$ cat src/verilog/idt_pkg.sv
/*
 Shared constants, types and decode functions for the instruction decode and timing block.
 Assumes a 14-bit instruction word and a core clock equal to the oscillator clock.
*/
package idt_pkg;

   // ---------------------------------------------------------------
   // Widths and timing
   // ---------------------------------------------------------------
   localparam int WORD_W      = 14;
   localparam int PHASE_COUNT = 4;
   localparam int ADDR_W      = 7;
   localparam int LIT_W       = 11;

   // ---------------------------------------------------------------
   // Field positions
   // ---------------------------------------------------------------
   localparam int DEST_POS    = 7;
   localparam int BIT_LSB     = 7;
   localparam int PTR_SEL_POS = 2;

   // ---------------------------------------------------------------
   // Classes and encodings
   // ---------------------------------------------------------------
   localparam logic [1:0]  CLASS_BYTE   = 2'h0;
   localparam logic [1:0]  CLASS_BIT    = 2'h1;
   localparam logic [1:0]  CLASS_LITCTL = 2'h2;
   localparam logic [13:0] OP_NOP       = 14'h0000;
   localparam logic [13:0] OP_RETURN    = 14'h0008;
   localparam logic [13:0] OP_IRQ_RET   = 14'h0009;
   localparam logic [13:0] OP_CALL_W    = 14'h000a;
   localparam logic [13:0] OP_BRANCH_W  = 14'h000b;
   localparam logic [9:0]  OP10_PTRMOVE = 10'h001;
   localparam logic [4:0]  OP5_BR_REL   = 5'h19;
   localparam logic [3:0]  OP4_SKIP_CLR = 4'h6;
   localparam logic [3:0]  OP4_SKIP_SET = 4'h7;
   localparam logic [1:0]  OP2_JUMP     = 2'h2;
   localparam logic [5:0]  OP6_ADDWF    = 6'h07;
   localparam logic [5:0]  OP6_SUBWF    = 6'h02;
   localparam logic [5:0]  OP6_RRF      = 6'h0c;
   localparam logic [5:0]  OP6_RLF      = 6'h0d;
   localparam logic [5:0]  OP6_SWAPF    = 6'h0e;
   localparam logic [5:0]  OP6_DEC_SKIP = 6'h0b;
   localparam logic [5:0]  OP6_INC_SKIP = 6'h0f;
   localparam logic [5:0]  OP6_ADDC     = 6'h3d;
   localparam logic [5:0]  OP6_SUBB     = 6'h3b;
   localparam logic [5:0]  OP6_LSL      = 6'h35;
   localparam logic [5:0]  OP6_LSR      = 6'h36;
   localparam logic [5:0]  OP6_ASR      = 6'h37;
   localparam logic [5:0]  OP6_RET_LIT  = 6'h34;
   localparam logic [5:0]  OP6_MOVLW    = 6'h30;
   localparam logic [5:0]  OP6_IORLW    = 6'h38;
   localparam logic [5:0]  OP6_ANDLW    = 6'h39;
   localparam logic [5:0]  OP6_XORLW    = 6'h3a;
   localparam logic [5:0]  OP6_SUBLW    = 6'h3c;
   localparam logic [5:0]  OP6_ADDLW    = 6'h3e;
   localparam logic [6:0]  IND0_ADDR    = 7'h00;
   localparam logic [6:0]  IND1_ADDR    = 7'h01;

   // Status mask is {carry, digit_carry_flag, zero}.
   localparam logic [2:0]  STAT_NONE    = 3'h0;
   localparam logic [2:0]  STAT_Z       = 3'h1;
   localparam logic [2:0]  STAT_C       = 3'h4;
   localparam logic [2:0]  STAT_CZ      = 3'h5;
   localparam logic [2:0]  STAT_ALL     = 3'h7;

   typedef enum logic [1:0] {ST_EXEC, ST_INDIRECT, ST_NOP} idt_state_e;

   function automatic logic idt_is_byte(input logic [13:0] w);
      logic [5:0] op;
      op = w[13:8];
      idt_is_byte = (w[13:12] == 2'h0 && (w[11:8] != 4'h0 || w[7])) ||
                    op == OP6_ADDC || op == OP6_SUBB || op == OP6_LSL || op == OP6_LSR || op == OP6_ASR;
   endfunction

   function automatic logic idt_is_skip(input logic [13:0] w);
      idt_is_skip = w[13:8] == OP6_DEC_SKIP || w[13:8] == OP6_INC_SKIP ||
                    w[13:10] == OP4_SKIP_CLR || w[13:10] == OP4_SKIP_SET;
   endfunction

   function automatic logic idt_fixed_two(input logic [13:0] w);
      idt_fixed_two = w[13:12] == OP2_JUMP || w[13:9] == OP5_BR_REL || w[13:8] == OP6_RET_LIT ||
                      w == OP_RETURN || w == OP_IRQ_RET || w == OP_CALL_W || w == OP_BRANCH_W;
   endfunction

   function automatic logic [2:0] idt_status(input logic [13:0] w);
      case (w[13:8])
         OP6_ADDWF, OP6_SUBWF, OP6_ADDC, OP6_SUBB, OP6_ADDLW, OP6_SUBLW: idt_status = STAT_ALL;
         OP6_LSL, OP6_LSR, OP6_ASR:                                     idt_status = STAT_CZ;
         OP6_RLF, OP6_RRF:                                              idt_status = STAT_C;
         OP6_ANDLW, OP6_IORLW, OP6_XORLW:                               idt_status = STAT_Z;
         default: begin
            if (w[13:12] == 2'h0 && w[11:8] != 4'h0 && w[13:8] != OP6_SWAPF &&
                !idt_is_skip(w))
               idt_status = STAT_Z;
            else
               idt_status = STAT_NONE;
         end
      endcase
   endfunction

endpackage

$ cat src/verilog/idt_phase.sv
/*
 Phase counter that splits each instruction cycle into oscillator clock phases.
 Assumes CLK is the oscillator clock and RESET is asynchronous, active high.
*/
`timescale 1ns/100ps
module idt_phase #(
   parameter int PHASES = 4,
   parameter int PH_W   = 2
) (
   input  wire logic            clk,
   input  wire logic            reset,
   output logic      [PH_W-1:0] phase,
   output logic                 wrap
);

   logic [PH_W-1:0] phase_reg;
   logic [PH_W-1:0] phase_next;

   initial begin
      if (PHASES < 2 || (1 << PH_W) < PHASES)
         $error("idt_phase: phase count does not fit its counter");
   end

   always_comb begin
      if (phase_reg == PH_W'(PHASES - 1))
         phase_next = '0;
      else
         phase_next = phase_reg + PH_W'(1);
   end

   always_ff @(posedge clk or posedge reset) begin
      if (reset)
         phase_reg <= '0;
      else
         phase_reg <= phase_next;
   end

   assign phase = phase_reg;
   assign wrap  = (phase_reg == PH_W'(PHASES - 1));

endmodule

$ cat src/verilog/idt_decoder.sv
/*
 Instruction register, field decoder and cycle sequencer of a small 8-bit core.
 Assumes the fetch path presents the next word on INSTR_WORD by the last phase of an
 instruction, and the datapath gives the skip result and pointer region bits synchronously.
*/
`timescale 1ns/100ps
// Contract
// - Accept 14-bit words holding opcode and operands.
// - Sort into byte, bit, literal/control classes.
// - One cycle, except listed two/three-cycle cases.
// - Both subroutine calls take two cycles.
// - All three returns take two cycles.
// - Jumps, branches, taken skips take two cycles.
// - Indirect access to program memory adds cycle.
// - Four oscillator clocks per instruction cycle.
// - File operands always read, modify, then store; bit tests only read and store nothing.
// - File address field spans 0x00 to 0x7F.
// - Bit field selects one of eight bits.
// - Destination bit: 0 working, 1 file.
// - Don't-care bits do not change decoding.
// - Pointer number field picks pair 0 or 1.
// - Mode field picks pre/post increment/decrement.
// - Changed counter or true test adds NOP cycle.
// - Add-with-carry updates carry, digit carry, zero.
module idt_decoder import idt_pkg::*; #(
   parameter int PHASES = PHASE_COUNT,
   parameter int WORD   = WORD_W
) (
   input  wire logic              CLK,
   input  wire logic              RESET,
   input  wire logic [WORD-1:0]   INSTR_WORD,
   input  wire logic              PTR0_PM,
   input  wire logic              PTR1_PM,
   input  wire logic              COND_TRUE,
   output wire logic [1:0]        PHASE,
   output logic                   FETCH_REQ,
   output logic      [WORD-1:0]   INSTR_REG,
   output logic      [1:0]        INSTR_CLASS,
   output logic      [ADDR_W-1:0] FILE_ADDR,
   output logic      [2:0]        BIT_SEL,
   output logic      [7:0]        BIT_MASK,
   output logic      [LIT_W-1:0]  LITERAL,
   output logic                   DEST_FILE,
   output logic                   PTR_MOVE,
   output logic                   PTR_SEL,
   output logic      [1:0]        PTR_MODE,
   output logic      [2:0]        STATUS_MASK,
   output logic                   ADD_CARRY,
   output logic                   EXEC_NOP,
   output logic                   IND_STALL,
   output logic                   FILE_RD,
   output logic                   FILE_WR,
   output logic                   W_WR
);

   // ---------------------------------------------------------------
   // Elaboration checks and phase generator
   // ---------------------------------------------------------------
   initial begin
      if (WORD != WORD_W)
         $error("idt_decoder: the decode tables serve only 14-bit words");
      if (PHASES != PHASE_COUNT)
         $error("idt_decoder: strobe placement needs four phases per cycle");
   end

   logic wrap;

   idt_phase #(
      .PHASES (PHASES),
      .PH_W   (2)
   ) u_phase (
      .clk    (CLK),
      .reset  (RESET),
      .phase  (PHASE),
      .wrap   (wrap)
   );

   // ---------------------------------------------------------------
   // Instruction register and decoded fields
   // ---------------------------------------------------------------
   logic              load;
   logic [13:0]       ir_reg,      ir_next;
   logic [1:0]        class_reg,   class_next;
   logic [6:0]        addr_reg,    addr_next;
   logic [2:0]        bit_reg,     bit_next;
   logic [7:0]        mask_reg,    mask_next;
   logic [10:0]       lit_reg,     lit_next;
   logic              dest_reg,    dest_next;
   logic              pmove_reg,   pmove_next;
   logic              fsel_reg,    fsel_next;
   logic [1:0]        pmode_reg,   pmode_next;
   logic [2:0]        stat_reg,    stat_next;
   logic              addc_reg,    addc_next;
   logic              two_reg,     two_next;
   logic              skip_reg,    skip_next;
   logic              iop_reg,     iop_next;
   logic              rd_use_reg,  rd_use_next;
   logic              wfile_reg,   wfile_next;
   logic              ww_reg,      ww_next;

   always_comb begin
      logic [13:0] w;
      logic        is_byte;
      logic        is_bit;
      logic        is_lit_alu;
      w          = INSTR_WORD;
      is_byte    = idt_is_byte(w);
      is_bit     = (w[13:12] == CLASS_BIT);
      is_lit_alu = w[13:8] == OP6_MOVLW || w[13:8] == OP6_IORLW || w[13:8] == OP6_ANDLW ||
                   w[13:8] == OP6_XORLW || w[13:8] == OP6_SUBLW || w[13:8] == OP6_ADDLW ||
                   w[13:8] == OP6_RET_LIT;
      ir_next    = ir_reg;
      class_next = class_reg;
      addr_next  = addr_reg;
      bit_next   = bit_reg;
      mask_next  = mask_reg;
      lit_next   = lit_reg;
      dest_next  = dest_reg;
      pmove_next = pmove_reg;
      fsel_next  = fsel_reg;
      pmode_next = pmode_reg;
      stat_next  = stat_reg;
      addc_next  = addc_reg;
      two_next   = two_reg;
      skip_next  = skip_reg;
      iop_next   = iop_reg;
      rd_use_next = rd_use_reg;
      wfile_next = wfile_reg;
      ww_next    = ww_reg;
      if (load) begin
         ir_next    = w;
         class_next = is_byte ? CLASS_BYTE : (is_bit ? CLASS_BIT : CLASS_LITCTL);
         addr_next  = w[ADDR_W-1:0];
         bit_next   = w[BIT_LSB+2:BIT_LSB];
         mask_next  = 8'h01 << w[BIT_LSB+2:BIT_LSB];
         lit_next   = (is_byte || is_bit) ? 11'h000 : w[LIT_W-1:0];
         dest_next  = is_byte && w[DEST_POS];
         pmove_next = (w[13:4] == OP10_PTRMOVE);
         // Indirect moves carry their own pointer number, file operands reach it through the address.
         fsel_next  = pmove_next ? w[PTR_SEL_POS] : w[0];
         pmode_next = w[1:0];
         stat_next  = idt_status(w);
         addc_next  = (w[13:8] == OP6_ADDC);
         two_next   = idt_fixed_two(w);
         skip_next  = idt_is_skip(w);
         iop_next   = pmove_next ||
                      ((is_byte || is_bit) && (w[6:0] == IND0_ADDR || w[6:0] == IND1_ADDR));
         rd_use_next = is_byte || is_bit || pmove_next;
         // Only the listed operand bits are looked at, so don't-care positions alias freely.
         wfile_next = (is_byte && w[DEST_POS]) || (is_bit && !w[11]) ||
                      (pmove_next && w[3]);
         ww_next    = (is_byte && !w[DEST_POS]) || (pmove_next && !w[3]) || is_lit_alu;
      end
   end

   always_ff @(posedge CLK or posedge RESET) begin
      if (RESET) begin
         ir_reg     <= OP_NOP;
         class_reg  <= CLASS_LITCTL;
         addr_reg   <= 7'h00;
         bit_reg    <= 3'h0;
         mask_reg   <= 8'h01;
         lit_reg    <= 11'h000;
         dest_reg   <= 1'b0;
         pmove_reg  <= 1'b0;
         fsel_reg   <= 1'b0;
         pmode_reg  <= 2'h0;
         stat_reg   <= STAT_NONE;
         addc_reg   <= 1'b0;
         two_reg    <= 1'b0;
         skip_reg   <= 1'b0;
         iop_reg    <= 1'b0;
         rd_use_reg <= 1'b0;
         wfile_reg  <= 1'b0;
         ww_reg     <= 1'b0;
      end else begin
         ir_reg     <= ir_next;
         class_reg  <= class_next;
         addr_reg   <= addr_next;
         bit_reg    <= bit_next;
         mask_reg   <= mask_next;
         lit_reg    <= lit_next;
         dest_reg   <= dest_next;
         pmove_reg  <= pmove_next;
         fsel_reg   <= fsel_next;
         pmode_reg  <= pmode_next;
         stat_reg   <= stat_next;
         addc_reg   <= addc_next;
         two_reg    <= two_next;
         skip_reg   <= skip_next;
         iop_reg    <= iop_next;
         rd_use_reg <= rd_use_next;
         wfile_reg  <= wfile_next;
         ww_reg     <= ww_next;
      end
   end

   // ---------------------------------------------------------------
   // Cycle sequencer and read-modify-write strobes
   // ---------------------------------------------------------------
   idt_state_e st_reg,    st_next;
   logic       nop_reg,   nop_next;
   logic       fetch_reg, fetch_next;
   logic       rd_reg,    rd_next;
   logic       wf_reg,    wf_next;
   logic       ww_s_reg,  ww_s_next;
   logic       nop_o_reg, nop_o_next;
   logic       stl_o_reg, stl_o_next;

   always_comb begin
      logic ind_need;
      logic pc_nop;
      ind_need   = iop_reg && (fsel_reg ? PTR1_PM : PTR0_PM);
      pc_nop     = two_reg || (skip_reg && COND_TRUE);
      st_next    = st_reg;
      nop_next   = nop_reg;
      load       = 1'b0;
      if (wrap) begin
         case (st_reg)
            ST_EXEC: begin
               nop_next = pc_nop;
               if (ind_need)
                  st_next = ST_INDIRECT;
               else if (pc_nop)
                  st_next = ST_NOP;
               else
                  load = 1'b1;
            end
            ST_INDIRECT: begin
               if (nop_reg)
                  st_next = ST_NOP;
               else begin
                  st_next = ST_EXEC;
                  load    = 1'b1;
               end
            end
            ST_NOP: begin
               st_next = ST_EXEC;
               load    = 1'b1;
            end
            default: begin
               st_next = ST_EXEC;
               load    = 1'b1;
            end
         endcase
      end
      // The new word is requested one clock after the load so the fetch path has the whole
      // next instruction cycle to present it.
      fetch_next = load;
      // Reads sit in phase 1 and stores in phase 3 of the first cycle; a pointer stall only
      // waits and never repeats the access.
      rd_next    = (st_reg == ST_EXEC) && !wrap && (PHASE == 2'h0) && rd_use_reg;
      wf_next    = (st_reg == ST_EXEC) && (PHASE == 2'h2) && wfile_reg;
      ww_s_next  = (st_reg == ST_EXEC) && (PHASE == 2'h2) && ww_reg;
      nop_o_next = (st_next == ST_NOP);
      stl_o_next = (st_next == ST_INDIRECT);
   end

   always_ff @(posedge CLK or posedge RESET) begin
      if (RESET) begin
         st_reg    <= ST_EXEC;
         nop_reg   <= 1'b0;
         fetch_reg <= 1'b1;
         rd_reg    <= 1'b0;
         wf_reg    <= 1'b0;
         ww_s_reg  <= 1'b0;
         nop_o_reg <= 1'b0;
         stl_o_reg <= 1'b0;
      end else begin
         st_reg    <= st_next;
         nop_reg   <= nop_next;
         fetch_reg <= fetch_next;
         rd_reg    <= rd_next;
         wf_reg    <= wf_next;
         ww_s_reg  <= ww_s_next;
         nop_o_reg <= nop_o_next;
         stl_o_reg <= stl_o_next;
      end
   end

   // ---------------------------------------------------------------
   // Outputs
   // ---------------------------------------------------------------
   assign FETCH_REQ   = fetch_reg;
   assign INSTR_REG   = ir_reg;
   assign INSTR_CLASS = class_reg;
   assign FILE_ADDR   = addr_reg;
   assign BIT_SEL     = bit_reg;
   assign BIT_MASK    = mask_reg;
   assign LITERAL     = lit_reg;
   assign DEST_FILE   = dest_reg;
   assign PTR_MOVE    = pmove_reg;
   assign PTR_SEL     = fsel_reg;
   assign PTR_MODE    = pmode_reg;
   assign STATUS_MASK = stat_reg;
   assign ADD_CARRY   = addc_reg;
   assign EXEC_NOP    = nop_o_reg;
   assign IND_STALL   = stl_o_reg;
   assign FILE_RD     = rd_reg;
   assign FILE_WR     = wf_reg;
   assign W_WR        = ww_s_reg;

endmodule

$ cat config.mk
export PLATFORM = sky130hd
export DESIGN_NAME = idt_decoder
export DESIGN_NICKNAME = d
export VERILOG_FILES = /design/src/verilog/idt_pkg.sv /design/src/verilog/idt_phase.sv /design/src/verilog/idt_decoder.sv
export SDC_FILE = /design/constraint.sdc
export NUM_CORES = 1
export LEC_CHECK = 0
export ABC_AREA = 1
export ABC_CLOCK_PERIOD_IN_PS = 2400
export BUFFER_PORTS_ARGS = -buffer_cell sky130_fd_sc_hd__clkbuf_2
export CORE_MARGIN = 3
export CORE_UTILIZATION = 41
export DETAILED_ROUTE_END_ITERATION = 10
export PLACE_DENSITY = 0.65
export SLEW_MARGIN = 20
export SYNTH_ARGS = -nofsm -noshare
export SYNTH_HDL_FRONTEND = slang
export SYNTH_SLANG_ARGS = --single-unit
export TNS_END_PERCENT = 5
$ cat constraint.sdc
create_clock -name CLK -period 2.4 [get_ports CLK]
set_input_delay 0.48 -clock CLK [delete_from_list [all_inputs] [get_ports CLK]]
set_output_delay 0.48 -clock CLK [all_outputs]
set_load 0.01 [all_outputs]
# Word-level counts from Yosys, hierarchy flattened
# Cells that the tools add are included.
[word_totals] in_bits=19 regBits=71 word_cells=145 out_inout_bits=62
[classes] shift=1 n_eq_ne=35 n_addsub=1 n_mux=18 reduce_logical=63
[op_table] operator="$eq 6x6->1 const B" n=12
[op_table] operator="$eq 14x4->1 const B" n=4
[op_table] operator="$logic_or 1x1->1" n=30
[op_table] operator="$eq 6x4->1 const B" n=4
[op_table] operator="$logic_and 1x1->1" n=18
[op_table] operator="$mux 2" n=7
[op_table] operator="$pmux 3 s4" n=1
[op_table] operator="$mux 11" n=1
[op_table] operator="$eq 10x1->1 const B" n=1
[op_table] operator="$eq 2x2->1 const B" n=4
[op_table] operator="$eq 4x3->1 const B" n=2
[op_table] operator="$shl 1x3->8 const A" n=1
[op_table] operator="$eq 7x1->1 const B" n=1
[op_table] operator="$logic_not 7->1" n=1
[op_table] operator="$mux 1" n=7
[op_table] operator="$eq 2x1->1 const B" n=3
[op_table] operator="$eq 6x2->1 const B" n=1
[op_table] operator="$eq 6x3->1 const B" n=1
[op_table] operator="$logic_not 2->1" n=3
[op_table] operator="$ne 6x4->1 const B" n=1
[op_table] operator="$reduce_or 3->1" n=2
[op_table] operator="$reduce_or 6->1" n=1
[op_table] operator="$eq 5x5->1 const B" n=1
[op_table] operator="$logic_not 1->1" n=5
[op_table] operator="6 further kinds" n=6

# Logic depth before layout (Yosys ltp)
# Gate-level depths: netlist of the first run.
[depth] ltp_word=11 depth_mapped=11 mapped_depth_nobuf=10

# Modules after synthesis
# From an unflattened synthesis of the first run, not the netlist that was laid out.
[hier_totals] cells_unflattened=325 hier_area_um2=2817.7
[by_module_without_submodules] module="idt_decoder" cells_each=320 instances=1 seq_area_each_um2=1430.1 area_each_um2=2747.6
[by_module_without_submodules] module="idt_phase" cells_each=5 instances=1 seq_area_each_um2=50.0 area_each_um2=70.1

# Worst setup path after synthesis of the first run
# OpenSTA, ideal clock, no wires.
[synth_path] path_kind="reg2reg" start="register u_phase.phase_reg[1] (netlist: u_phase.phase[1])" end="register stat_reg[0] (netlist: STATUS_MASK[0])" arrival_ns=1.391 stages_incl_launch_ff=10 t_required_ns=2.283 path_buffers=1 synth_period_minus_slack_ns=1.507 setup_slack_ns=0.893 path_cell_list="dfrtp_1 > ha_1 > inv_2 > nor2_2 > nand2_1 > nor2_4 > buf_6 > nand2_1 > nor2_1 > nor2_1"
[synth_between] elab_chain_len=2
[synth_rtl] element="from (decl)" line="idt_phase.sv:16" text="logic [PH_W-1:0] phase_reg;"
[synth_rtl] element="from (signal assigned)" line="idt_phase.sv:35" text="phase_reg <= phase_next;"
[synth_rtl] element="$eq 2x2->1" line="idt_phase.sv:39" text="assign wrap = (phase_reg == PH_W'(PHASES - 1));"
[synth_rtl] element="$mux 1" line="idt_decoder.sv:218" text="if (wrap) begin"
[synth_rtl] element="to (signal assigned)" line="idt_decoder.sv:187" text="stat_reg <= stat_next;"
[synth_rtl] element="to (decl)" line="idt_decoder.sv:92" text="logic [2:0] stat_reg, stat_next;"
# Every way passes these cells.
# A chain may end at the register's enable or synchronous reset.

# Final worst setup path of the first run
# Ends and elaborated chain as after synthesis.

==> summary.md, run 1 <==
| Metric | Value |
|---|---|
| Initial antenna violation count | 0 |
| Filler cells | around 640 |
| Rows | 29 |
| Die height | 88.9 um |
| First-pass GRT wire length | 10.9 mm |
| Most area-consuming cells after synthesis | dfrtp_1 50%, nand2_1 14%, buf_4 3.7% |
| Maxcap violations | 0 |
| Largest net degree at the start of global routing | 36 |
| CP max-delay cell | dfrtp_1 |
| Total vias in the final route | around 2300 |
| CP max stage delay | 0.40 ns |
| DP HPWL | about 4.7 mm |
| IO Count | 81 |
| Gpl congestion | 0.937 |
| WP data required | roughly 2.6 ns |
| Tot Pwr | about 3.1 mW |
| Clk buf depth | 2 |
| Remaining antenna violation count after routing | 0 |
| Startpoint Class | flop |
| Layout cells sized above 1 | about a third |
| Cell Pwr Density | just over 900 mW/mm2 |
| Crit end category | flop |
| Final setup viols | 0 |
| Lkg Pwr | 1.89 nW |
| Worst slew pin tran | between 0.6 and 0.7 ns |
| Max Clk Rate | approximately 0.53 GHz |
| Total GRT Usage | between 10% and 20% |
| Final setup TNS | 0 ns |
| Vias in the first global route | between 2000 and 2500 |
| Clock skew | approximately 0.009 ns |
| Worst skew pair latency | 0.34 ns |
| # hold bufs at CTS | 0 |
| Resized cells post-CTS | 0 |
| Die area | 0.00791 mm2 |
| Core area | around 0.0065 mm2 |
| TritonCTS Sinks | 59 |
| Initial Utilization | 43.4% |
| DR vias/cell | 4.82 |
| Final WL | 6.26 mm |
| Cell count after placement | ~470 |
| Area leader, netlist | dfrtp_1 |
| Worst setup path category | reg -> reg |
| Critical path buffers and inverters | 2 |
| # DRC | 0 |
| Post-synthesis sequential area ratio | between 50% and 60% |
| Post-Syn Area per Cell | 8.60 um2 |
| Root buffer cell | clkbuf_8 |
| DRT Pass-1 Iters | 4 |
| Synthesized area | 0.00282 mm2 |
| Num CTS Buffers | 9 |
| Post-Layout Cell Count | between 400 and 500 |
| Final worst-path cycle share | 79.2% |
| Slew HR | approximately three fifths |
| Clock-pin slew on the worst setup and hold paths | roughly 0.060 ns |
| Count of pins over their slew limit | 0 |
| Max reg flops | 14 |
| Diode count | 0 |
| Family with the most delay on the worst path | simple AND/OR/NAND/NOR gates |
| Total number of yosys warnings | 0 |
| TritonCTS clock tree | done |
| Critical-path cell list | ha_1, inv_2, nor2_2, nand2_1, nor2_4, buf_4, nand2_1, nor2_1, nor2_1 |
| Worst vdd ir | approximately 520 uV |
| Final min period | between 1.5 and 2 ns |
| Drt wl/cell | between 10 and 15 um |
| Arrival @ worst endpoint | about 2.1 ns |
| Worst Hold Slack | 0.198 ns |
| Nets@finish | 423 |
| Setup repair bufs after CTS | 0 |
| Share of Yosys cell area claimed by the top area cell type | 49.7% |
| Chip width | ~89 um |
| DRT iter0 DRCs | 128 |
| Hold Vio Cnt, Final | 0 |
| Unique masters post-synth | 31 |
| #FFs+latches synth | 59 |
| HP Class | in -> async |
| RSZ-0062 raised after global routing | false |
| Net count after synthesis | 350 |
| Area delta synth->final | 21.4% |
| GRT overflow | 0 |
| Crit-path max FO | 13 |
| IO Port Bufs | 80 |
| Status | finished, final reports clean |
| Mapped Cells | ~330 |
| H-tree depth | 3 |
[synth_stat cells]
library cell	count
nand2_1	108
dfrtp_1	56
nor2_1	27
inv_1	20
o21ai_0	19
nand3_1	17
buf_4	14
o21ai_2	9
inv_2	7
buf_2	5
a21oi_1	4
nor2_2	4
o21ai_1	4
dfstp_2	3
ha_1	3
nand2_2	3
nand3_2	3
nand3b_1	3
nor2_4	3
and3_1	2
buf_6	2
nand4_1	2
o21a_1	2
and2_1	1
buf_12	1
nand2_4	1
nor3_1	1
nor3_2	1
nor4_1	1
o31ai_1	1
or2_0	1
[layout by cell type (no fill, tap or decap)]
cell type,n
nor3_1,1
ha_1,3
buf_12,2
nand3b_1,3
nor2_1,27
nor4_1,1
nor2_4,3
inv_1,19
nand2_1,108
nand4_1,2
bufinv_16,2
o21ai_1,4
clkinv_2,1
nand3_1,16
nand2_4,1
or2_0,1
o21ai_0,19
a21oi_1,4
nand3_2,4
clkbuf_1,2
and3_1,2
dfrtp_1,56
and2_1,1
clkinv_4,1
buf_4,2
o21a_1,2
nand2_2,3
o21ai_2,9
nor2_2,4
o31ai_1,1
dfstp_2,3
clkbuf_8,10
nor3_2,1
inv_2,8
clkbuf_2,80
[routing by layer]
metal  vias to the layer above  share of wire (%)  global-route usage [%]
li1                       1169                  -                       -
met1                      1072                 46                    24.5
met2                        75                 45                    27.4
met3                        11                6.8                    3.96
met4                         0                1.9                    8.39
met5                         -                  0                       0
[final cells by class]
| type | instances | area (um2) | area share [%] |
|---|---|---|---|
| Clock inverter | 4 | 73.8 | 2.16 |
| Timing Repair Buffer | 84 | 455 | 13.3 |
| Sequential cell | 59 | 1480 | 43.2 |
| Clock buffer | 12 | 145 | 4.24 |
| Inverter | 27 | 101 | 2.96 |
| Tap cell | 77 | 96.3 | 2.81 |
| Multi-Input combinational cell | 220 | 1070 | 31.3 |
[per-stage QoR]
stage	cell area, um2	utilization, %	setup slack [ns]
6_report	3420	52.7	0.500
3_3_place_gp	3200	49.3	0.498
2_1_floorplan	2820	-	0.469
4_1_cts	3420	52.7	0.491
3_5_place_dp	3200	49.3	0.516
5_1_grt	3420	52.7	0.274
[power by group]
part / leakage [nW] / total (mW) / internal (mW) / switching (mW)
logic: 1.03 / 0.760 / 0.317 / 0.442
registers: 0.745 / 1.38 / 1.24 / 0.144
clock network: 0.111 / 0.993 / 0.614 / 0.380
total: 1.89 / 3.13 / 2.17 / 0.966
[final timing paths]
kind                             startpoint  slack [ns]        endpoint  cells after the start
max reg2reg                u_phase.phase[1]        0.50  STATUS_MASK[0]                      9
max in group asynchronous             RESET        1.55  INSTR_CLASS[1]                      3
min                                   RESET        0.20         FILE_WR                      2
max                        u_phase.phase[1]        0.50  STATUS_MASK[0]                      9
min reg2reg                     BIT_MASK[0]        0.47     BIT_MASK[0]                      2
min in group CLK              INSTR_WORD[5]        0.42    INSTR_REG[5]                      3
[kinds of logic (layout without fill, tap and decap cells)]
| family | count (synthesis) | in the layout | share of synthesized area (%) |
|---|---|---|---|
| simple gates | 178 | 178 | 28.1 |
| flops | 59 | 59 | 52.5 |
| fa+ha+maj | 3 | 3 | 1.33 |
| compound gates | 39 | 39 | 8.39 |
| buf+inv | 49 | 127 | 9.72 |
Power figures use the tool's default switching activity.
==> run 2, diff against run 1 <==
--- a/config.mk
+++ b/config.mk
@@ -6,12 +6,12 @@
 export NUM_CORES = 1
 export LEC_CHECK = 0
 export ABC_AREA = 1
-export ABC_CLOCK_PERIOD_IN_PS = 2400
+export ABC_CLOCK_PERIOD_IN_PS = 1600
 export BUFFER_PORTS_ARGS = -buffer_cell sky130_fd_sc_hd__clkbuf_2
 export CORE_MARGIN = 3
 export CORE_UTILIZATION = 41
 export DETAILED_ROUTE_END_ITERATION = 10
-export PLACE_DENSITY = 0.65
+export PLACE_DENSITY = 0.68
 export SLEW_MARGIN = 20
 export SYNTH_ARGS = -nofsm -noshare
 export SYNTH_HDL_FRONTEND = slang
==> constraint.sdc (replaced) <==
create_clock -name CLK -period 1.6 [get_ports CLK]
set_input_delay 0.32 -clock CLK [delete_from_list [all_inputs] [get_ports CLK]]
set_output_delay 0.32 -clock CLK [all_outputs]
set_load 0.01 [all_outputs]
==> summary.md, run 2 (synthesized netlist as in run 1, its figures left out) <==
| Metric | Value |
|---|---|
| Remaining antenna violation count after routing | 0 |
| Crit-path max FO | 9 |
| Root buffer cell | clkbuf_8 |
| Max reg flops | 14 |
| Post-Layout Cell Count | 495 |
| Layout cells sized above 1 | between 30% and 40% |
| Count of pins over their slew limit | 0 |
| Total vias in the final route | roughly 2400 |
| Drt wl/cell | roughly 13 um |
| Total GRT Usage | 18.3% |
| Rows | 29 |
| Status | finished, final reports clean |
| GRT overflow | 0 |
| HP Class | in -> reg |
| Commonest non-fill, non-tap cells in the layout | 105 x nand2_1, 80 x clkbuf_2, 55 x dfrtp_1, 24 x nor2_1, 19 x o21ai_0 |
| Worst vdd ir | about 700 uV |
| Initial antenna violation count | 0 |
| Final min period | about 1.6 ns |
| Design Area, Final | 0.00358 mm2 |
| Chip width | 88.9 um |
| Worst slew pin tran | roughly 0.48 ns |
| H-tree depth | 3 |
| TritonCTS Sinks | 59 |
| Commonest non-fill, non-tap cell in the layout | nand2_1 |
| Max Clk Rate | between 0.6 and 0.7 GHz |
| Startpoint Class | flop |
| First-pass GRT wire length | ~11 mm |
| Nets@finish | 436 |
| Num CTS Buffers | 9 |
| Initial Utilization | between 40 and 50% |
| Clock skew | 0.00629 ns |
| DP HPWL | 5.00 mm |
| Die area | about 0.0079 mm2 |
| IO Port Bufs | 80 |
| DRT iter0 DRCs | between 150 and 200 |
| Clock-pin slew on the worst setup and hold paths | around 0.060 ns |
| WP data required | 1.81 ns |
| Slew HR | between 60 and 70% |
| Area delta synth->final | 26.9% |
| Clk buf depth | 2 |
| Hold Vio Cnt, Final | 0 |
| Gpl congestion | about 0.9 |
| Cell Pwr Density | around 1300 mW/mm2 |
| Worst setup path category | reg -> reg |
| IO Count | 81 |
| Final setup viols | 0 |
| Lkg Pwr | 1.95 nW |
| Die height | around 90 um |
| RSZ-0062 raised after global routing | true |
| Crit end category | flop |
| Cell count after placement | 475 |
| Vias in the first global route | 2341 |
| DR vias/cell | just under 5 |
| Final worst-path cycle share | a little over nine tenths |
| Arrival @ worst endpoint | about 1.8 ns |
| Largest net degree at the start of global routing | 39 |
| Post-placement cell area | ~0.0033 mm2 |
| Final setup margin | between 0.02 and 0.03 ns |
| Diode count | 0 |
| DRT Pass-1 Iters | 4 |
| Worst skew pair latency | 0.34 ns |
| Core area | roughly 0.0065 mm2 |
| # DRC | 0 |
| Place WS | -0.00535 ns |
| Final WL | approximately 6.7 mm |
| Maxcap violations | 0 |
| TritonCTS clock tree | done |
run 2: cell types whose count changed in the layout (fill, tap and decap cells not counted), moves of 2 or more:
cell / delta
nand2_1: -3
buf_4: +8
nand2_2: +3
nor2_4: +2
nor2_1: -3
run 2: worst max-delay path, stage by stage, from the launching register on:
cell and delay (ns):
dfrtp_1 0.43, nor2_4 0.19, inv_2 0.08, nor3_4 0.15
nor2_4 0.06, buf_12 0.14, buf_4 0.14, buf_4 0.14
nand2_1 0.05, o21ai_0 0.07
run 2: worst paths after layout:
kind	from	endpoint	slack, ns	cells after the start
worst max-delay path	st_reg[0]	two_reg	0.03	9
worst min-delay path	INSTR_WORD[4]	INSTR_REG[4]	0.25	3
worst max register to register	st_reg[0]	two_reg	0.03	9
worst min register to register	BIT_MASK[0]	BIT_MASK[0]	0.47	2
max in group asynchronous	RESET	FETCH_REQ	0.51	4
min in group asynchronous	RESET	EXEC_NOP	0.55	3
run 2: repair_timing:
action                                  in CTS  in global routing
gates resized for setup                      0                 15
pin swaps                                    2                  2
endpoints found under the hold margin       17                  0
hold buffers                                 1                  0
gates cloned                                 0                  1
endpoints found under the setup margin       5                 29
buffers inserted                             0                  3
run 2: report_power, final:
group | internal (mW) | switching (mW) | leakage (nW)
logic | 0.489 | 0.687 | 1.11
registers | 1.86 | 0.229 | 0.744
clock network | 0.794 | 0.552 | 0.0995
run 2: metal layers:
metal	GRT usage, %	wire [um]
met3	6.27	499
met5	0	0
met4	6.50	99
met2	29.4	3150
met1	23.0	2930
run 2: area by class of cell:
type	count	area [um2]
Clock buffer	13	159
Clock inverter	2	35.0
Fill cell	626	2920
Inverter	27	105
Multi-Input combinational cell	220	1100
Sequential cell	59	1480
Tap cell	77	96.3
Timing Repair Buffer	97	597
run 2: metrics by stage:
stage	TNS [ns]	util, %	hold slack [ns]	power (mW)
3_3_place_gp	0	50.3	0.360	3.25
3_5_place_dp	-0.00535	50.3	0.355	3.28
6_report	0	55.1	0.253	4.61
4_1_cts	0	53.5	0.239	4.65
5_1_grt	-0.196	55.1	0.267	4.91
2_1_floorplan	0	-	0.418	2.85
==> run 3, diff against run 2 <==
--- a/config.mk
+++ b/config.mk
@@ -11,7 +11,8 @@
 export CORE_MARGIN = 3
 export CORE_UTILIZATION = 41
 export DETAILED_ROUTE_END_ITERATION = 10
-export PLACE_DENSITY = 0.68
+export GPL_TIMING_DRIVEN = 1
+export PLACE_DENSITY = 0.66
 export SLEW_MARGIN = 20
 export SYNTH_ARGS = -nofsm -noshare
 export SYNTH_HDL_FRONTEND = slang
==> summary.md, run 3 (synthesized netlist as in run 1, its figures left out) <==
| Metric | Value |
|---|---|
| Total GRT Usage | between 10% and 20% |
| Design Area, Final | approximately 0.0035 mm2 |
| Clk buf depth | 2 |
| Status | finished, final reports clean |
| Clock share of power | about 29% |
| Filler cells | just over 600 |
| RSZ-0062 raised after global routing | true |
| TritonCTS Sinks | slightly below 60 |
| Max reg flops | 14 |
| Gpl congestion | 0.857 |
| Nets@finish | roughly 440 |
| Cell count after placement | 476 |
| Commonest non-fill, non-tap cells in the layout | 107 x nand2_1, 80 x clkbuf_2, 56 x dfrtp_1, 27 x nor2_1 |
| Startpoint Class | flop |
| Lkg Pwr | a little under 2 nW |
| Final setup margin | approximately 0.097 ns |
| DRT iter0 DRCs | around 140 |
| Final min period | between 1.5 and 2 ns |
| Worst slew pin tran | approximately 0.47 ns |
| HP Class | in -> reg |
| Initial Utilization | between 40% and 50% |
| Count of pins over their slew limit | 0 |
| Worst vdd ir | 653 uV |
| Worst setup path startpoint | st_reg[1] |
| Worst setup path category | reg -> reg |
| DRT Pass-1 Iters | 4 |
| Die area | between 0.007 and 0.008 mm2 |
| Diode count | 0 |
| Rows | 29 |
| Worst Hold Slack | approximately 0.25 ns |
| Internal Power | slightly above 3 mW |
| WP data required | about 1.8 ns |
| DR vias/cell | between 4 and 5 |
| Cell Pwr Density | around 1300 mW/mm2 |
| DP HPWL | 4.88 mm |
| Commonest non-fill, non-tap cell in the layout | nand2_1 |
| Num CTS Buffers | 9 |
| Final worst-path cycle share | 94.0% |
| Remaining antenna violation count after routing | 0 |
| Maxcap violations | 0 |
| Switch share | about a third |
| Root buffer cell | clkbuf_8 |
| # DRC | 0 |
| Vias in the first global route | 2208 |
| Clock-pin slew on the worst setup and hold paths | roughly 0.060 ns |
| NetSw | approximately 1.5 mW |
| Post-Layout Cell Count | around 500 |
| GRT overflow | 0 |
| Area delta synth->final | 24.9% |
| TritonCTS clock tree | done |
| Logic pwr share | ~26% |
| Reg power frac | a little under half |
| Hold Path Stages | 3 |
| Arrival @ worst endpoint | approximately 1.7 ns |
| Post-placement cell area | ~0.0033 mm2 |
| Register-to-register setup slack | roughly 0.097 ns |
| Hold Vio Cnt, Final | 0 |
| IO Port Bufs | 80 |
| Max Clk Rate | around 0.67 GHz |
| Crit-path max FO | 7 |
| Layout cells sized above 1 | a little over a third |
| Clock skew | 0.00473 ns |
| Total vias in the final route | between 2000 and 2500 |
| Reg2Reg Depth | 8 |
| Largest net degree at the start of global routing | between 50 and 60 |
| Crit end category | flop |
| Slew HR | between 60% and 70% |
| Final setup viols | 0 |
| CP endpoint | STATUS_MASK[2] |
| Place WS | 0.0307 ns |
| Final WL | between 6 and 7 mm |
| First-pass GRT wire length | just over 10 mm |
| Final setup TNS | 0 ns |
| Initial antenna violation count | 0 |
| Die height | ~89 um |
| Reg2reg end | STATUS_MASK[2] |
| Core area | around 0.0065 mm2 |
| Chip width | 88.9 um |
| R2R Path Start | st_reg[1] |
| Drt wl/cell | about 13 um |
| IO Count | 81 |
| Worst skew pair latency | ~0.33 ns |
| H-tree depth | 3 |
## run 3: changes by cell type in the layout (fill, tap and decap cells not counted)
cell       delta
nor2_1        +3
nand2_2       -2
inv_2         -1
dfrtp_1       +1
dfrtp_2       -1
buf_8         -1
inv_1         +1
nor2_2        -3
clkbuf_16     -1
clkbuf_1      +2
clkbuf_8      -1
buf_6         -1
nand2_1       +2
buf_4         +2
## run 3: repair_timing
item,CTS,global route
resized for setup,0,5
hold buffers,1,0
hold endpoints to repair,4,0
buffers inserted,0,2
setup endpoints to repair,0,29
## run 3: power by group through the flow
stage	Combinational (mW)	Sequential (mW)	Clock (mW)
floorplan	0.633	2.21	0
global placement	1.17	2.09	0
detailed placement	1.19	2.09	0
CTS	1.19	2.07	1.35
global route	1.34	2.12	1.41
finish	1.18	2.07	1.32
## run 3: per-layer routing
metal	track usage (%)	share of wire, %
met1	22.6	46
met2	26.7	46
met3	5.25	6.8
met4	6.90	1.3
met5	0	0
## run 3: cell type report
type | count | area [um2] | share of cell area, %
Tap cell | 77 | 96.3 | 2.74
Timing Repair Buffer | 96 | 561 | 15.9
Multi-Input combinational cell | 220 | 1090 | 31.0
Sequential cell | 59 | 1480 | 42.0
Clock inverter | 2 | 35.0 | 0.995
Inverter | 27 | 105 | 2.98
Clock buffer | 14 | 153 | 4.33
## run 3: worst max-delay path: stages (launching register included)
cell     delay [ns]
dfrtp_1        0.43
nor2_4         0.17
inv_1          0.11
nor3_4         0.16
nor2_4         0.10
buf_4          0.15
or2_0          0.18
nand2_1        0.07
inv_1          0.03
## run 3: how the worst min path moves through the flow
stage	startpoint	endpoint	slack [ns]
after detailed placement	RESET	ww_reg	0.37
after global routing	INSTR_WORD[5]	INSTR_REG[5]	0.26
after global placement	RESET	ww_reg	0.36
after floorplan	RESET	ADD_CARRY	0.42
after CTS	INSTR_WORD[5]	INSTR_REG[5]	0.24
final	INSTR_WORD[5]	INSTR_REG[5]	0.25
## run 3: per-stage QoR
stage	power (mW)	util (%)
after floorplan	2.85	-
after global placement	3.26	50.6
after detailed placement	3.28	50.6
after CTS	4.62	53.7
after global routing	4.87	54.2
final	4.57	54.2
